===== src/design/supervisor_pkg.sv =====
// constants, encodings and state type for the output fault supervisor
// assumes a single 125 MHz system clock and an asynchronous high reset
`default_nettype none

package supervisor_pkg;

  // command codes of the programmable limits, telemetry and status
  localparam logic [7:0] CMD_OC_FAULT_LIMIT  = 8'h46;
  localparam logic [7:0] CMD_OVERTEMP_FAULT_LIMIT  = 8'h4f;
  localparam logic [7:0] CMD_OVERTEMP_WARN_LIMIT   = 8'h51;
  localparam logic [7:0] CMD_STARTUP_TIMEOUT = 8'h62;
  localparam logic [7:0] CMD_WINDOW_LIMITS   = 8'hd7;
  localparam logic [7:0] CMD_VOUT_TELEMETRY  = 8'he0;
  localparam logic [7:0] CMD_FAULT_STATUS    = 8'he1;

  // reset values of the limits
  localparam logic [15:0] RST_OC_FAULT_LIMIT  = 16'hffff;
  localparam logic [15:0] RST_OVERTEMP_FAULT_LIMIT  = 16'hffff;
  localparam logic [15:0] RST_OVERTEMP_WARN_LIMIT   = 16'hffff;
  localparam logic [15:0] RST_STARTUP_TIMEOUT = 16'h000a;
  localparam logic [7:0]  RST_WINDOW_LIMITS   = 8'h00;

  // fault response encodings
  localparam logic [1:0] RESP_IGNORE  = 2'h0;
  localparam logic [1:0] RESP_LATCH   = 2'h1;
  localparam logic [1:0] RESP_RESTART = 2'h2;

  // status bit positions, sticky except the live power good pin bit
  localparam int STS_OV_FAULT  = 0;
  localparam int STS_UV_FAULT  = 1;
  localparam int STS_OV_WARN   = 2;
  localparam int STS_UV_WARN   = 3;
  localparam int STS_OT_FAULT  = 4;
  localparam int STS_OT_WARN   = 5;
  localparam int STS_OC_FAULT  = 6;
  localparam int STS_TON_MAX   = 7;
  localparam int STS_BG_OT     = 8;
  localparam int STATUS_W      = 9;
  localparam int STS_PG_PIN    = 15;

  // timing
  localparam int CLK_PERIOD_NS    = 8;
  localparam int MS_NS            = 1000000;
  localparam int MS_CYCLES_DEF    = MS_NS / CLK_PERIOD_NS;
  localparam int HICCUP_RISE_MULT = 7;
  localparam logic [1:0]  OC_TRIP_COUNT = 2'h3;
  localparam logic [15:0] OT_HYST_CODE  = 16'h0014;

  typedef enum logic [2:0] {
    S_OFF,
    S_START,
    S_RUN,
    S_OV_DISCHARGE,
    S_HICCUP,
    S_COOL,
    S_LATCHED
  } sup_state_e;

endpackage : supervisor_pkg

`default_nettype wire


===== src/design/ms_delay_timer.sv =====
// millisecond delay timer with restart strobe and expiry level
// assumes start strobe and run level come from the supervisor state
`default_nettype none

module ms_delay_timer
  import supervisor_pkg::*;
#(
  parameter int CYC_PER_MS = MS_CYCLES_DEF,
  parameter int TGT_W      = 20
) (
  input  wire logic             clk_sys_i,
  input  wire logic             rst_i,
  input  wire logic             start_i,
  input  wire logic             run_i,
  input  wire logic [TGT_W-1:0] target_ms_i,
  output logic                  expired_o
);

  localparam int PW = $clog2(CYC_PER_MS + 1);

  typedef struct packed {
    logic [PW-1:0]    presc;
    logic [TGT_W-1:0] ms_cnt;
    logic             expired;
  } tmr_s;

  tmr_s r, n;

  // prescale to milliseconds and compare against target
  always_comb begin
    n = r;
    if (start_i) begin
      n = '0;
    end else if (run_i && !r.expired) begin
      if (r.presc == PW'(CYC_PER_MS - 1)) begin
        n.presc  = '0;
        n.ms_cnt = r.ms_cnt + 1'b1;
      end else begin
        n.presc = r.presc + 1'b1;
      end
      n.expired = (n.ms_cnt >= target_ms_i);
    end
  end

  // state register
  always_ff @(posedge clk_sys_i or posedge rst_i) begin
    if (rst_i) begin
      r <= '0;
    end else begin
      r <= n;
    end
  end

  assign expired_o = r.expired;

endmodule : ms_delay_timer

`default_nettype wire


===== src/design/output_fault_supervisor.sv =====
// output fault supervisor: limits, fault state machine, power good
// assumes analog comparators and sensor codes synchronous to clk_sys_i
`default_nettype none

module output_fault_supervisor
  import supervisor_pkg::*;
#(
  parameter int MS_CYCLES = MS_CYCLES_DEF,
  parameter int SAMPLE_W  = 16,
  parameter int AVG_LOG2  = 3
) (
  input  wire logic                clk_sys_i,
  input  wire logic                rst_i,
  // command port
  input  wire logic                cmd_wr_i,
  input  wire logic [7:0]          cmd_code_i,
  input  wire logic [15:0]         cmd_wdata_i,
  output logic      [15:0]         cmd_rdata_o,
  input  wire logic                clear_faults_i,
  // supply and enable
  input  wire logic                bias_ok_i,
  input  wire logic                control_enable_i,
  input  wire logic                soft_start_done_i,
  input  wire logic [15:0]         ton_rise_ms_i,
  // response settings
  input  wire logic [1:0]          ov_resp_i,
  input  wire logic [1:0]          uv_resp_i,
  input  wire logic [1:0]          ot_resp_i,
  input  wire logic [1:0]          oc_resp_i,
  input  wire logic [1:0]          ton_max_resp_i,
  input  wire logic                overvoltage_lowside_select_i,
  input  wire logic [STATUS_W-1:0] alert_mask_i,
  // sensing
  input  wire logic                vout_sample_valid_i,
  input  wire logic [SAMPLE_W-1:0] vout_sample_i,
  input  wire logic                fb_above_ov_fault_i,
  input  wire logic                fb_above_fixed_ov_i,
  input  wire logic                fb_below_uv_fault_i,
  input  wire logic                fb_above_ov_warn_i,
  input  wire logic                fb_below_uv_warn_i,
  input  wire logic                fb_prebias_high_i,
  input  wire logic                fb_below_discharge_i,
  input  wire logic [15:0]         temp_code_i,
  input  wire logic                bandgap_ot_i,
  input  wire logic                pwm_cycle_i,
  input  wire logic [15:0]         iout_code_i,
  // outputs and power good pin readback
  output logic                     pwm_enable_o,
  output logic                     lowside_force_on_o,
  output logic                     soft_start_run_o,
  output logic [7:0]               window_select_o,
  output logic                     smbalert_o,
  input  wire logic                power_good_output_i,
  output logic                     power_good_output_o,
  output logic                     power_good_output_oe_o
);

  typedef struct packed {
    sup_state_e          state;
    logic [15:0]         oc_limit;
    logic [15:0]         overtemp_fault_limit;
    logic [15:0]         overtemp_warn_limit;
    logic [15:0]         startup_limit;
    logic [7:0]          window;
    logic [STATUS_W-1:0] status;
    logic [15:0]         rdata;
    logic [1:0]          oc_cnt;
    logic                ls_hold;
    logic                wait_bg;
    logic                timer_start;
    logic                pwm_en;
    logic                ls_on;
    logic                ss_run;
    logic                pg_oe;
    logic                alert;
  } sup_s;

  sup_s r, n;

  logic [SAMPLE_W-1:0] vout_avg;
  logic                tmr_expired;
  logic [19:0]         tmr_target;
  logic                ov_now;
  logic                ot_fault_now;
  logic                ot_warn_now;
  logic                ot_cooled;
  logic                oc_over;
  logic                oc_trip;
  logic                tmo_now;
  logic                pg_ok;
  logic [STATUS_W-1:0] sts_set;
  sup_state_e          after_ov;

  vout_averager #(
    .SAMPLE_W (SAMPLE_W),
    .AVG_LOG2 (AVG_LOG2)
  ) u_avg (
    .clk_sys_i      (clk_sys_i),
    .rst_i          (rst_i),
    .sample_valid_i (vout_sample_valid_i),
    .sample_i       (vout_sample_i),
    .average_o      (vout_avg)
  );

  // shared timer: start-up limit or seven rise periods
  always_comb begin
    if (r.state == S_START) begin
      tmr_target = {4'h0, r.startup_limit};
    end else begin
      tmr_target = 20'(HICCUP_RISE_MULT * ton_rise_ms_i);
    end
  end

  ms_delay_timer #(
    .CYC_PER_MS (MS_CYCLES),
    .TGT_W      (20)
  ) u_tmr (
    .clk_sys_i   (clk_sys_i),
    .rst_i       (rst_i),
    .start_i     (r.timer_start),
    .run_i       (r.state == S_START || r.state == S_HICCUP),
    .target_ms_i (tmr_target),
    .expired_o   (tmr_expired)
  );

  // fault conditions of this cycle
  always_comb begin
    // programmable and fixed overvoltage, gated by bias
    ov_now       = bias_ok_i && (fb_above_ov_fault_i || fb_above_fixed_ov_i);
    ot_fault_now = temp_code_i >= r.overtemp_fault_limit;
    ot_warn_now  = temp_code_i >= r.overtemp_warn_limit;
    ot_cooled    = (r.overtemp_fault_limit > OT_HYST_CODE) &&
                   (temp_code_i < (r.overtemp_fault_limit - OT_HYST_CODE));
    oc_over      = iout_code_i > r.oc_limit;
    oc_trip      = pwm_cycle_i && oc_over &&
                   (r.oc_cnt == OC_TRIP_COUNT - 2'h1);
    // start-up limit reached while still below undervoltage
    tmo_now      = (r.state == S_START) && !r.timer_start &&
                   tmr_expired && fb_below_uv_fault_i;
    if (!control_enable_i) begin
      after_ov = S_OFF;
    end else if (ov_resp_i == RESP_LATCH) begin
      after_ov = S_LATCHED;
    end else begin
      after_ov = S_HICCUP;
    end
  end

  // next state, registers and outputs
  always_comb begin
    n             = r;
    n.timer_start = 1'b0;
    sts_set       = '0;
    pg_ok         = 1'b0;

    // command writes to the limit registers
    if (cmd_wr_i) begin
      if (cmd_code_i == CMD_OC_FAULT_LIMIT) begin
        n.oc_limit = cmd_wdata_i;
      end else if (cmd_code_i == CMD_OVERTEMP_FAULT_LIMIT) begin
        n.overtemp_fault_limit = cmd_wdata_i;
      end else if (cmd_code_i == CMD_OVERTEMP_WARN_LIMIT) begin
        n.overtemp_warn_limit = cmd_wdata_i;
      end else if (cmd_code_i == CMD_STARTUP_TIMEOUT) begin
        n.startup_limit = cmd_wdata_i;
      end else if (cmd_code_i == CMD_WINDOW_LIMITS) begin
        n.window = cmd_wdata_i[7:0];
      end
    end

    // command reads, one cycle latency, unmapped reads zero
    if (cmd_code_i == CMD_OC_FAULT_LIMIT) begin
      n.rdata = r.oc_limit;
    end else if (cmd_code_i == CMD_OVERTEMP_FAULT_LIMIT) begin
      n.rdata = r.overtemp_fault_limit;
    end else if (cmd_code_i == CMD_OVERTEMP_WARN_LIMIT) begin
      n.rdata = r.overtemp_warn_limit;
    end else if (cmd_code_i == CMD_STARTUP_TIMEOUT) begin
      n.rdata = r.startup_limit;
    end else if (cmd_code_i == CMD_WINDOW_LIMITS) begin
      n.rdata = {8'h00, r.window};
    end else if (cmd_code_i == CMD_VOUT_TELEMETRY) begin
      n.rdata = 16'(vout_avg);
    end else if (cmd_code_i == CMD_FAULT_STATUS) begin
      n.rdata = 16'(r.status);
      n.rdata[STS_PG_PIN] = power_good_output_i;
    end else begin
      n.rdata = 16'h0000;
    end

    // consecutive overcurrent counter
    if (pwm_cycle_i) begin
      if (!oc_over) begin
        n.oc_cnt = 2'h0;
      end else if (r.oc_cnt != OC_TRIP_COUNT) begin
        n.oc_cnt = r.oc_cnt + 2'h1;
      end
    end

    // fault state machine
    if (!bias_ok_i) begin
      n.state   = S_OFF;
      n.ls_hold = 1'b0;
    end else begin
      case (r.state)
        S_OFF: begin
          n.ls_hold = 1'b0;
          // prebiased overvoltage acted on before soft-start
          if (ov_now &&
              (fb_above_fixed_ov_i || ov_resp_i != RESP_IGNORE)) begin
            n.state   = S_OV_DISCHARGE;
            n.ls_hold = !overvoltage_lowside_select_i;
          end else if (control_enable_i) begin
            n.state       = S_START;
            n.timer_start = 1'b1;
          end
        end
        S_START, S_RUN: begin
          if (!control_enable_i) begin
            n.state = S_OFF;
          end else if (bandgap_ot_i) begin
            n.state   = S_COOL;
            n.wait_bg = 1'b1;
          end else if (ov_now &&
                       (fb_above_fixed_ov_i || ov_resp_i != RESP_IGNORE)) begin
            n.state   = S_OV_DISCHARGE;
            n.ls_hold = !overvoltage_lowside_select_i;
          end else if (ot_fault_now && ot_resp_i != RESP_IGNORE) begin
            n.state   = (ot_resp_i == RESP_LATCH) ? S_LATCHED : S_COOL;
            n.wait_bg = 1'b0;
          end else if (oc_trip && oc_resp_i != RESP_IGNORE) begin
            n.state       = (oc_resp_i == RESP_LATCH) ? S_LATCHED : S_HICCUP;
            n.timer_start = 1'b1;
          end else if (tmo_now && ton_max_resp_i != RESP_IGNORE) begin
            n.state = (ton_max_resp_i == RESP_LATCH) ? S_LATCHED : S_HICCUP;
            n.timer_start = 1'b1;
          end else if (r.state == S_START) begin
            if (soft_start_done_i && !fb_below_uv_fault_i) begin
              n.state = S_RUN;
            end
          end else if (fb_below_uv_fault_i && uv_resp_i != RESP_IGNORE) begin
            n.state       = (uv_resp_i == RESP_LATCH) ? S_LATCHED : S_HICCUP;
            n.timer_start = 1'b1;
          end
        end
        S_OV_DISCHARGE: begin
          // leave at once when latched on, else at discharge level
          if (!overvoltage_lowside_select_i || fb_below_discharge_i) begin
            n.state       = after_ov;
            n.timer_start = 1'b1;
          end
        end
        S_HICCUP: begin
          if (!control_enable_i) begin
            n.state = S_OFF;
          end else if (!r.timer_start && tmr_expired) begin
            n.state       = S_START;
            n.ls_hold     = 1'b0;
            n.timer_start = 1'b1;
          end
        end
        S_COOL: begin
          // wait for the temperature to fall back
          if (!bandgap_ot_i && (r.wait_bg || ot_cooled)) begin
            n.state       = control_enable_i ? S_START : S_OFF;
            n.timer_start = 1'b1;
          end
        end
        S_LATCHED: begin
          // latch released by an enable off cycle
          if (!control_enable_i) begin
            n.state = S_OFF;
          end
        end
        default: begin
          n.state = S_OFF;
        end
      endcase
    end

    sts_set[STS_OV_FAULT] = ov_now;
    sts_set[STS_UV_FAULT] = (r.state == S_RUN) && fb_below_uv_fault_i;
    sts_set[STS_OV_WARN]  = bias_ok_i &&
                            (fb_above_ov_warn_i || fb_prebias_high_i);
    sts_set[STS_UV_WARN]  = (r.state == S_RUN) && fb_below_uv_warn_i;
    sts_set[STS_OT_FAULT] = ot_fault_now;
    sts_set[STS_OT_WARN]  = ot_warn_now;
    sts_set[STS_OC_FAULT] = oc_trip;
    sts_set[STS_TON_MAX]  = tmo_now;
    sts_set[STS_BG_OT]    = bandgap_ot_i;
    // set wins over a clear in the same cycle
    n.status = (clear_faults_i ? '0 : r.status) | sts_set;
    n.alert  = |(n.status & ~alert_mask_i);

    // FET control follows the next state
    n.pwm_en = (n.state == S_START) || (n.state == S_RUN);
    n.ss_run = (n.state == S_START);
    n.ls_on  = (n.state == S_OV_DISCHARGE) ||
               (n.ls_hold &&
                (n.state == S_HICCUP || n.state == S_LATCHED));

    // power good window and fault pull-down
    pg_ok = (n.state == S_RUN) && (r.state == S_RUN) &&
            !fb_above_ov_warn_i && !fb_below_uv_warn_i &&
            !fb_prebias_high_i && !ov_now && !fb_below_uv_fault_i &&
            !bandgap_ot_i &&
            !(ot_warn_now && ot_resp_i != RESP_IGNORE) &&
            !(ot_fault_now && ot_resp_i != RESP_IGNORE);
    n.pg_oe = !pg_ok;
  end

  // state register
  always_ff @(posedge clk_sys_i or posedge rst_i) begin
    if (rst_i) begin
      r                <= '0;
      r.state          <= S_OFF;
      r.oc_limit       <= RST_OC_FAULT_LIMIT;
      r.overtemp_fault_limit <= RST_OVERTEMP_FAULT_LIMIT;
      r.overtemp_warn_limit  <= RST_OVERTEMP_WARN_LIMIT;
      r.startup_limit  <= RST_STARTUP_TIMEOUT;
      r.window         <= RST_WINDOW_LIMITS;
      r.pg_oe          <= 1'b1;
    end else begin
      r <= n;
    end
  end

  assign cmd_rdata_o            = r.rdata;
  assign pwm_enable_o           = r.pwm_en;
  assign lowside_force_on_o     = r.ls_on;
  assign soft_start_run_o       = r.ss_run;
  assign window_select_o        = r.window;
  assign smbalert_o             = r.alert;
  assign power_good_output_o    = 1'b0;
  assign power_good_output_oe_o = r.pg_oe;
endmodule : output_fault_supervisor

`default_nettype wire


===== src/design/vout_averager.sv =====
// block average of output voltage samples for telemetry
// assumes samples arrive as single-cycle valid strobes
`default_nettype none

module vout_averager
  import supervisor_pkg::*;
#(
  parameter int SAMPLE_W = 16,
  parameter int AVG_LOG2 = 3
) (
  input  wire logic                clk_sys_i,
  input  wire logic                rst_i,
  input  wire logic                sample_valid_i,
  input  wire logic [SAMPLE_W-1:0] sample_i,
  output logic      [SAMPLE_W-1:0] average_o
);

  typedef struct packed {
    logic [SAMPLE_W+AVG_LOG2-1:0] acc;
    logic [AVG_LOG2-1:0]          cnt;
    logic [SAMPLE_W-1:0]          avg;
  } avg_s;

  avg_s r, n;
  logic [SAMPLE_W+AVG_LOG2-1:0] sum;

  always_comb begin
    n   = r;
    sum = r.acc + {{AVG_LOG2{1'b0}}, sample_i};
    if (sample_valid_i) begin
      n.cnt = r.cnt + 1'b1;
      if (&r.cnt) begin
        n.avg = sum[SAMPLE_W+AVG_LOG2-1:AVG_LOG2];
        n.acc = '0;
      end else begin
        n.acc = sum;
      end
    end
  end

  // state register
  always_ff @(posedge clk_sys_i or posedge rst_i) begin
    if (rst_i) begin
      r <= '0;
    end else begin
      r <= n;
    end
  end

  assign average_o = r.avg;

endmodule : vout_averager

`default_nettype wire

===== config.mk =====
export PLATFORM = sky130hd
export DESIGN_NAME = output_fault_supervisor
export DESIGN_NICKNAME = d
export VERILOG_FILES = /design/src/design/supervisor_pkg.sv /design/src/design/ms_delay_timer.sv /design/src/design/output_fault_supervisor.sv /design/src/design/vout_averager.sv
export SDC_FILE = /design/constraint.sdc
export NUM_CORES = 1
export LEC_CHECK = 0
export ABC_CLOCK_PERIOD_IN_PS = 3800
export BUFFER_PORTS_ARGS = -buffer_cell sky130_fd_sc_hd__buf_4
export CAP_MARGIN = 20
export CORE_MARGIN = 2
export CORE_UTILIZATION = 25
export DETAILED_ROUTE_END_ITERATION = 10
export SLEW_MARGIN = 20
export SYNTH_ARGS = -nofsm -noshare
export SYNTH_HDL_FRONTEND = slang
export SYNTH_HIERARCHICAL = 1
export SYNTH_SLANG_ARGS = --single-unit

===== constraint.sdc =====
create_clock -name clk_sys_i -period 3.8 [get_ports clk_sys_i]
set_clock_uncertainty 0.1 [all_clocks]
set_input_delay 1.14 -clock clk_sys_i [delete_from_list [all_inputs] [get_ports clk_sys_i]]
set_output_delay 1.14 -clock clk_sys_i [all_outputs]
set_load 0.01 [all_outputs]

* Word level (Yosys, flattened, before mapping)
Index checks and enable logic that the tools add are counted.
** Cells by class
- $lt $le $gt $ge :: 6
- Reduce and logical (&&, ||, !) cells :: 70
- Add/sub/neg operators :: 6
- Muxes and demuxes :: 68
- Equality and inequality tests :: 28
- Bitwise logic cells :: 7
- Multiply operators :: 1
** Operators by type and width (number)
- $mux 16 :: 7
- $mux 38 :: 2
- $mux 20 :: 3
- $mux 3 :: 19
- $mux 19 :: 2
- $eq 8x7->1 const B :: 4
- $ge 16x16->1 :: 2
- $logic_and 1x1->1 :: 30
- $eq 8x8->1 const B :: 3
- $mux 1 :: 22
- $add 20x1->20 const B :: 1
- $ge 20x19->1 :: 1
- $add 19x16->19 :: 1
- $mul 3x16->19 const A :: 1
- $pmux 3 s6 :: 1
- $add 17x1->17 const B :: 1
- $eq 17x17->1 const B :: 1
- $mux 17 :: 1
- $gt 16x16->1 :: 1
- $gt 16x5->1 const B :: 1
- $lt 16x16->1 :: 1
- $mux 2 :: 8
- $sub 16x5->16 const B :: 1
- $eq 3x3->1 const B :: 5
- 26 further kinds :: 67
** Word-level totals
- Bits of input ports :: 126
- Logic and storage cells :: 209
- Output and inout port bits :: 30
- Bits in registers :: 186

* Depth between registers and ports, before layout
- Word-level depth :: 24
- Mapped depth :: 20
- Mapped depth without buffers :: 20

* By module
Netlist, hierarchy kept.
** Modules (own cells, without submodules)
- output_fault_supervisor :: area each 8349.3 sq um, seq. area each 2816.5 sq um, cells an instance 842, times used 1
- ms_delay_timer :: area each 2866.5 sq um, seq. area each 950.9 sq um, cells an instance 342, times used 1
- vout_averager :: area each 2522.4 sq um, seq. area each 950.9 sq um, cells an instance 270, times used 1

* Worst setup path before layout
OpenSTA, ideal clock, no wires.
- Path type :: input to register
- Start :: input ton_rise_ms_i[0]
- End :: register u_tmr.r (netlist bit u_tmr/expired_o)
- Setup time :: 0.124 ns
- Required time :: 3.576 ns
- Path buffers :: 0
- Cell stages on the path :: 20
- Arrival time :: 4.477 ns
- Path slack :: -0.901 ns
- Cells stage by stage :: fa_1 -> ha_1 -> inv_1 -> fa_1 -> nor2b_1 -> o21ai_0 -> nand2b_1 -> a21boi_0 -> o31ai_1 -> a41oi_1 -> a21oi_1 -> a211oi_1 -> nor2_1 -> inv_1 -> ha_1 -> nand4_1 -> nor2_1 -> nor4_1 -> a21oi_1 -> a211o_1
** On the way
- Cells in the longest elaborated chain, start to end :: 5
** RTL lines
- from (decl) :: RTL line output_fault_supervisor.sv:24 : input wire logic [15:0] ton_rise_ms_i,
- $mul 3x16->19 :: RTL line output_fault_supervisor.sv:110 : tmr_target = 20'(HICCUP_RISE_MULT * ton_rise_ms_i);
- $mux 19 :: RTL line output_fault_supervisor.sv:107 : if (r.state == S_START) begin
- named net tmr_target[18] :: RTL line output_fault_supervisor.sv:82 : logic [19:0] tmr_target;
- $ge 20x19->1 :: RTL line ms_delay_timer.sv:41 : n.expired = (n.ms_cnt >= target_ms_i);
- $mux 38 :: RTL line ms_delay_timer.sv:34 : end else if (run_i && !r.expired) begin
- $mux 38 :: RTL line ms_delay_timer.sv:32 : if (start_i) begin
- to (signal assigned) :: RTL line ms_delay_timer.sv:50 : r <= n;
- to (decl) :: RTL line ms_delay_timer.sv:27 : tmr_s r, n;
The timed path passes the listed nets, and every way through them passes these cells. The select of a mux whose other input is x is not followed.
A chain may end at the register's enable or synchronous reset.

* Worst setup path in the final report
- Start :: input ton_rise_ms_i[2]
- End :: register u_tmr.r (netlist bit u_tmr/expired_o)
The elaborated chain is that of the path after synthesis.

==> flow_metrics.env <==
export IMPL_crit_chain="buf_4 -> fa_1 -> ha_1 -> a21o_1 -> a21oi_2 -> o21ai_1 -> buf_4 -> a211oi_2 -> nor3_2 -> a211o_1 -> a21oi_2 -> xor2_1 -> nor2_1 -> inv_1 -> ha_4 -> nand4_1 -> nor2_1 -> nand3_1 -> nor4_2 -> a211o_1"
export IMPL_rsz0062_at_grt="yes"
export IMPL_crit_arrival_ps=4740
export IMPL_grt_max_degree=88
export IMPL_drive_above_1_share_pct=28.5
export IMPL_seq_area_frac_synth_pct=34.3
export IMPL_max_clock_freq_ghz=0.225
export IMPL_final_core_util_pct=31.4
export IMPL_ctsHoldBuffers=0
export IMPL_seq_power_share_pct=34.3
export IMPL_routabilityCongestion=0.882
export IMPL_antenna_found_initial=7
export IMPL_cts_tree="yes"
export IMPL_dp_slack_ps=-1410
export IMPL_endpoint_kind="flop"
export IMPL_dpl_hpwl_um=34300
export IMPL_crit_path_max_incr_delay_ps=520
export IMPL_core_sq_um=54000
export IMPL_setup_slack_ps=-653
export IMPL_routedWlPerCell_um=18.0
export IMPL_vias_per_cell=4.98
export IMPL_htree_levels=4
export IMPL_crit_family="compound AO/OA/AOI/OAI gates"
export IMPL_wl_um=42500
export IMPL_switching_share_pct=36.9
export IMPL_first_global_vias=11500
export IMPL_port_buffers=154
export IMPL_grtUsageTotal_pct=15.0
export IMPL_ys_flop_type="dfrtp_1"
export IMPL_clockBufferDepth=2
export IMPL_drc=0
export IMPL_root_buffer="clkbuf_16"
export IMPL_layout_common_cells="251 x buf_4, 135 x dfrtp_1, 121 x ha_1"
export IMPL_slew_headroom_pct=48.8
export IMPL_clock_latency_ps=450
export IMPL_cts_clk_slew_worst_paths_ps=70
export IMPL_netSwitchingPower_w=0.00271
export IMPL_grt_pass1_wl_um=65300
export IMPL_crit_path_max_fanout=4
export IMPL_std_cell_rows=85
export IMPL_ir_drop_mv=0.314
export IMPL_p_int_w=0.00464
export IMPL_ios=156
export IMPL_fin_setup_tns_ps=-673
export IMPL_outcome="finished with violations"
export IMPL_syn_to_final_growth_pct=23.3
export IMPL_synth_edf_count=0
export IMPL_die_x_um=238
export IMPL_synth_cell_types=89
export IMPL_p_per_area_nw_per_um2=434
export IMPL_worstPathRequired_ps=4090
export IMPL_power_leakage_nw=7.65
export IMPL_dieArea_sq_um=56800
export IMPL_num_fill_cells=5550
export IMPL_first_pass_iters=5
export IMPL_place_area_sq_um=16000
export IMPL_yosys_area_top_type_share_pct=24.6
export IMPL_die_h_um=238
export IMPL_cts_inserted_buffers=17
export IMPL_cp_num_buf_inv=3
export IMPL_vias=11700
export IMPL_fin_crit_ps=4450
export IMPL_ant_nets=0
export IMPL_mostFrequentLayoutCell="buf_4"
export IMPL_layout_nets=1913
export IMPL_synthTopCellsByArea="dfrtp_1 25%, ha_1 11%, dfstp_2 9.8%"
export IMPL_cap_viol_max_count=0
export IMPL_combPwrFrac_pct=39.3
export IMPL_final_area_sq_um=16900
export IMPL_avgSynthCellArea_sq_um=9.45
export IMPL_ys_ff_latch=186
export IMPL_grt_overflow=0
export IMPL_cpMaxStageDelayCell="fa_1"
export IMPL_finalHoldViolCount=0
export IMPL_crit_type="in -> reg"
export IMPL_finalSetupViolCount=2
export IMPL_tightest_slew_ps=749
export IMPL_drt_iter0_drc=979
export IMPL_post_route_period_util_pct=117
export IMPL_timing_reg2reg_setup_slack_ps=-20
export IMPL_worst_hold_path_type="reg -> reg"
export IMPL_drv_slew=0
export IMPL_async_flop_share_pct=100
export IMPL_yosysWarningCount=6
export IMPL_netlist_area_sq_um=13700
export IMPL_synth_area_leader_cell="dfrtp_1"
export IMPL_synthCells=1454
export IMPL_start_util_pct=25.4
export IMPL_startpoint_type="input port"
export IMPL_clkPwrFrac_pct=26.4
export IMPL_clock_sinks=186
export IMPL_violations="negative setup slack"
export IMPL_p_total_w=0.00735
[power by group through the flow]
stage | combinational, W | clock (W) | sequential [W]
finish | 0.00288 | 0.00194 | 0.00252
global route | 0.00323 | 0.00208 | 0.00255
CTS | 0.00279 | 0.00198 | 0.00251
detailed placement | 0.00274 | 0 | 0.00255
global placement | 0.00266 | 0 | 0.00253
floorplan | 0.00198 | 0 | 0.00247
[kinds of logic after synthesis]
| group | after synthesis | synth area share, % |
|---|---|---|
| xor gates and xnor gates | 81 | 5.16 |
| AOI/OAI and AO/OA | 307 | 15.3 |
| buffers and inverters | 193 | 6.61 |
| and+or+nand+nor | 454 | 17.4 |
| muxes | 91 | 7.32 |
| DFF | 186 | 34.3 |
| adders and majority gates | 141 | 13.8 |
| other | 1 | 0.0273 |
[cell usage after synthesis, drive strengths merged, types with 5 or more instances]
cell,count
clkbuf,29
and3,10
nor4,19
a211o,11
nor2,104
xnor2,44
a21oi,84
nand3,55
fa,17
ha,124
nand2,120
and4,7
buf,55
or3,9
o211ai,10
a22oi,26
xor2,37
o21ai,56
nand3b,7
o2bb2ai,8
dfrtp,135
a2111oi,7
nand4,25
a211oi,14
mux2i,15
nor3,27
inv,107
and2,10
a21o,16
a21boi,5
o2111ai,5
mux2,76
nor3b,5
o21a,12
o31ai,8
nor2b,19
o41ai,7
dfstp,51
nand2b,17
a222oi,8
[per-stage QoR]
step	hold slack [ps]	cells
after global placement	358	2320
after floorplan	345	1455
after CTS	387	2354
after detailed placement	370	2320
final	380	2357
after global routing	406	2356
[sequential cells by signal, indices dropped and copies added, names as in the netlist]
register	flops
lowside_force_on_o	1
u_avg/r	22
u_tmr/expired_o	1
window_select_o	8
u_avg/average_o	16
pwm_enable_o	1
soft_start_run_o	1
smbalert_o	1
cmd_rdata_o	16
r	81
power_good_output_oe_o	1
u_tmr/r	37
[worst reg2reg max path, stage by stage, from the launching register on]
cell       delay [ps]
dfstp_2           370
or3_4             400
nor3_4            200
nand2_2           120
nor4_4            300
xnor2_1           110
ha_1              330
nand4_1           170
a2111oi_2         370
buf_4             170
o41ai_4            70
nand4_1           120
buf_6             160
a21oi_4            70
a2bb2oi_2         130
o211ai_1          160
buf_4             200
nand3_2            80
a21oi_2           140
[path summary, 6_finish.rpt]
path                               startpoint            endpoint  depth (start not counted)
min in group asynchronous               rst_i     u_tmr/expired_o                          2
max in group asynchronous               rst_i               r[96]                          3
max                          ton_rise_ms_i[2]     u_tmr/expired_o                         20
max reg2reg                             r[81]  lowside_force_on_o                         18
min                        u_avg/average_o[3]  u_avg/average_o[3]                          2
min reg2reg                u_avg/average_o[3]  u_avg/average_o[3]                          2
[per-layer routing]
metal	wire length [um]	global-route usage [%]	part of all wire, %	up-vias
li1	-	-	-	5575
met1	20200	20.8	47	5714
met2	18700	22.9	44	381
met3	2940	4.32	6.9	51
met4	657	3.37	1.5	10
met5	68	0	0.16	-
[cell type report]
class / count / area [sq um] / share of cell area [%]
sequential: 186 / 4720 / 27.9
timing repair buffer: 256 / 1950 / 11.5
antenna: 2 / 5.00 / 0.0295
multi-input combinational: 1076 / 8350 / 49.3
inverter: 109 / 413 / 2.44
tap: 696 / 871 / 5.14
clock inverter: 14 / 180 / 1.06
clock buffer: 18 / 450 / 2.66
[what timing repair did]
action / CTS / global route
setup buffers: 2 / 2
resized for setup: 16 / 30
endpoints found under the setup margin: 5 / 7
pin swaps: 12 / 18
Note: power is estimated with default switching activity, not from simulation.
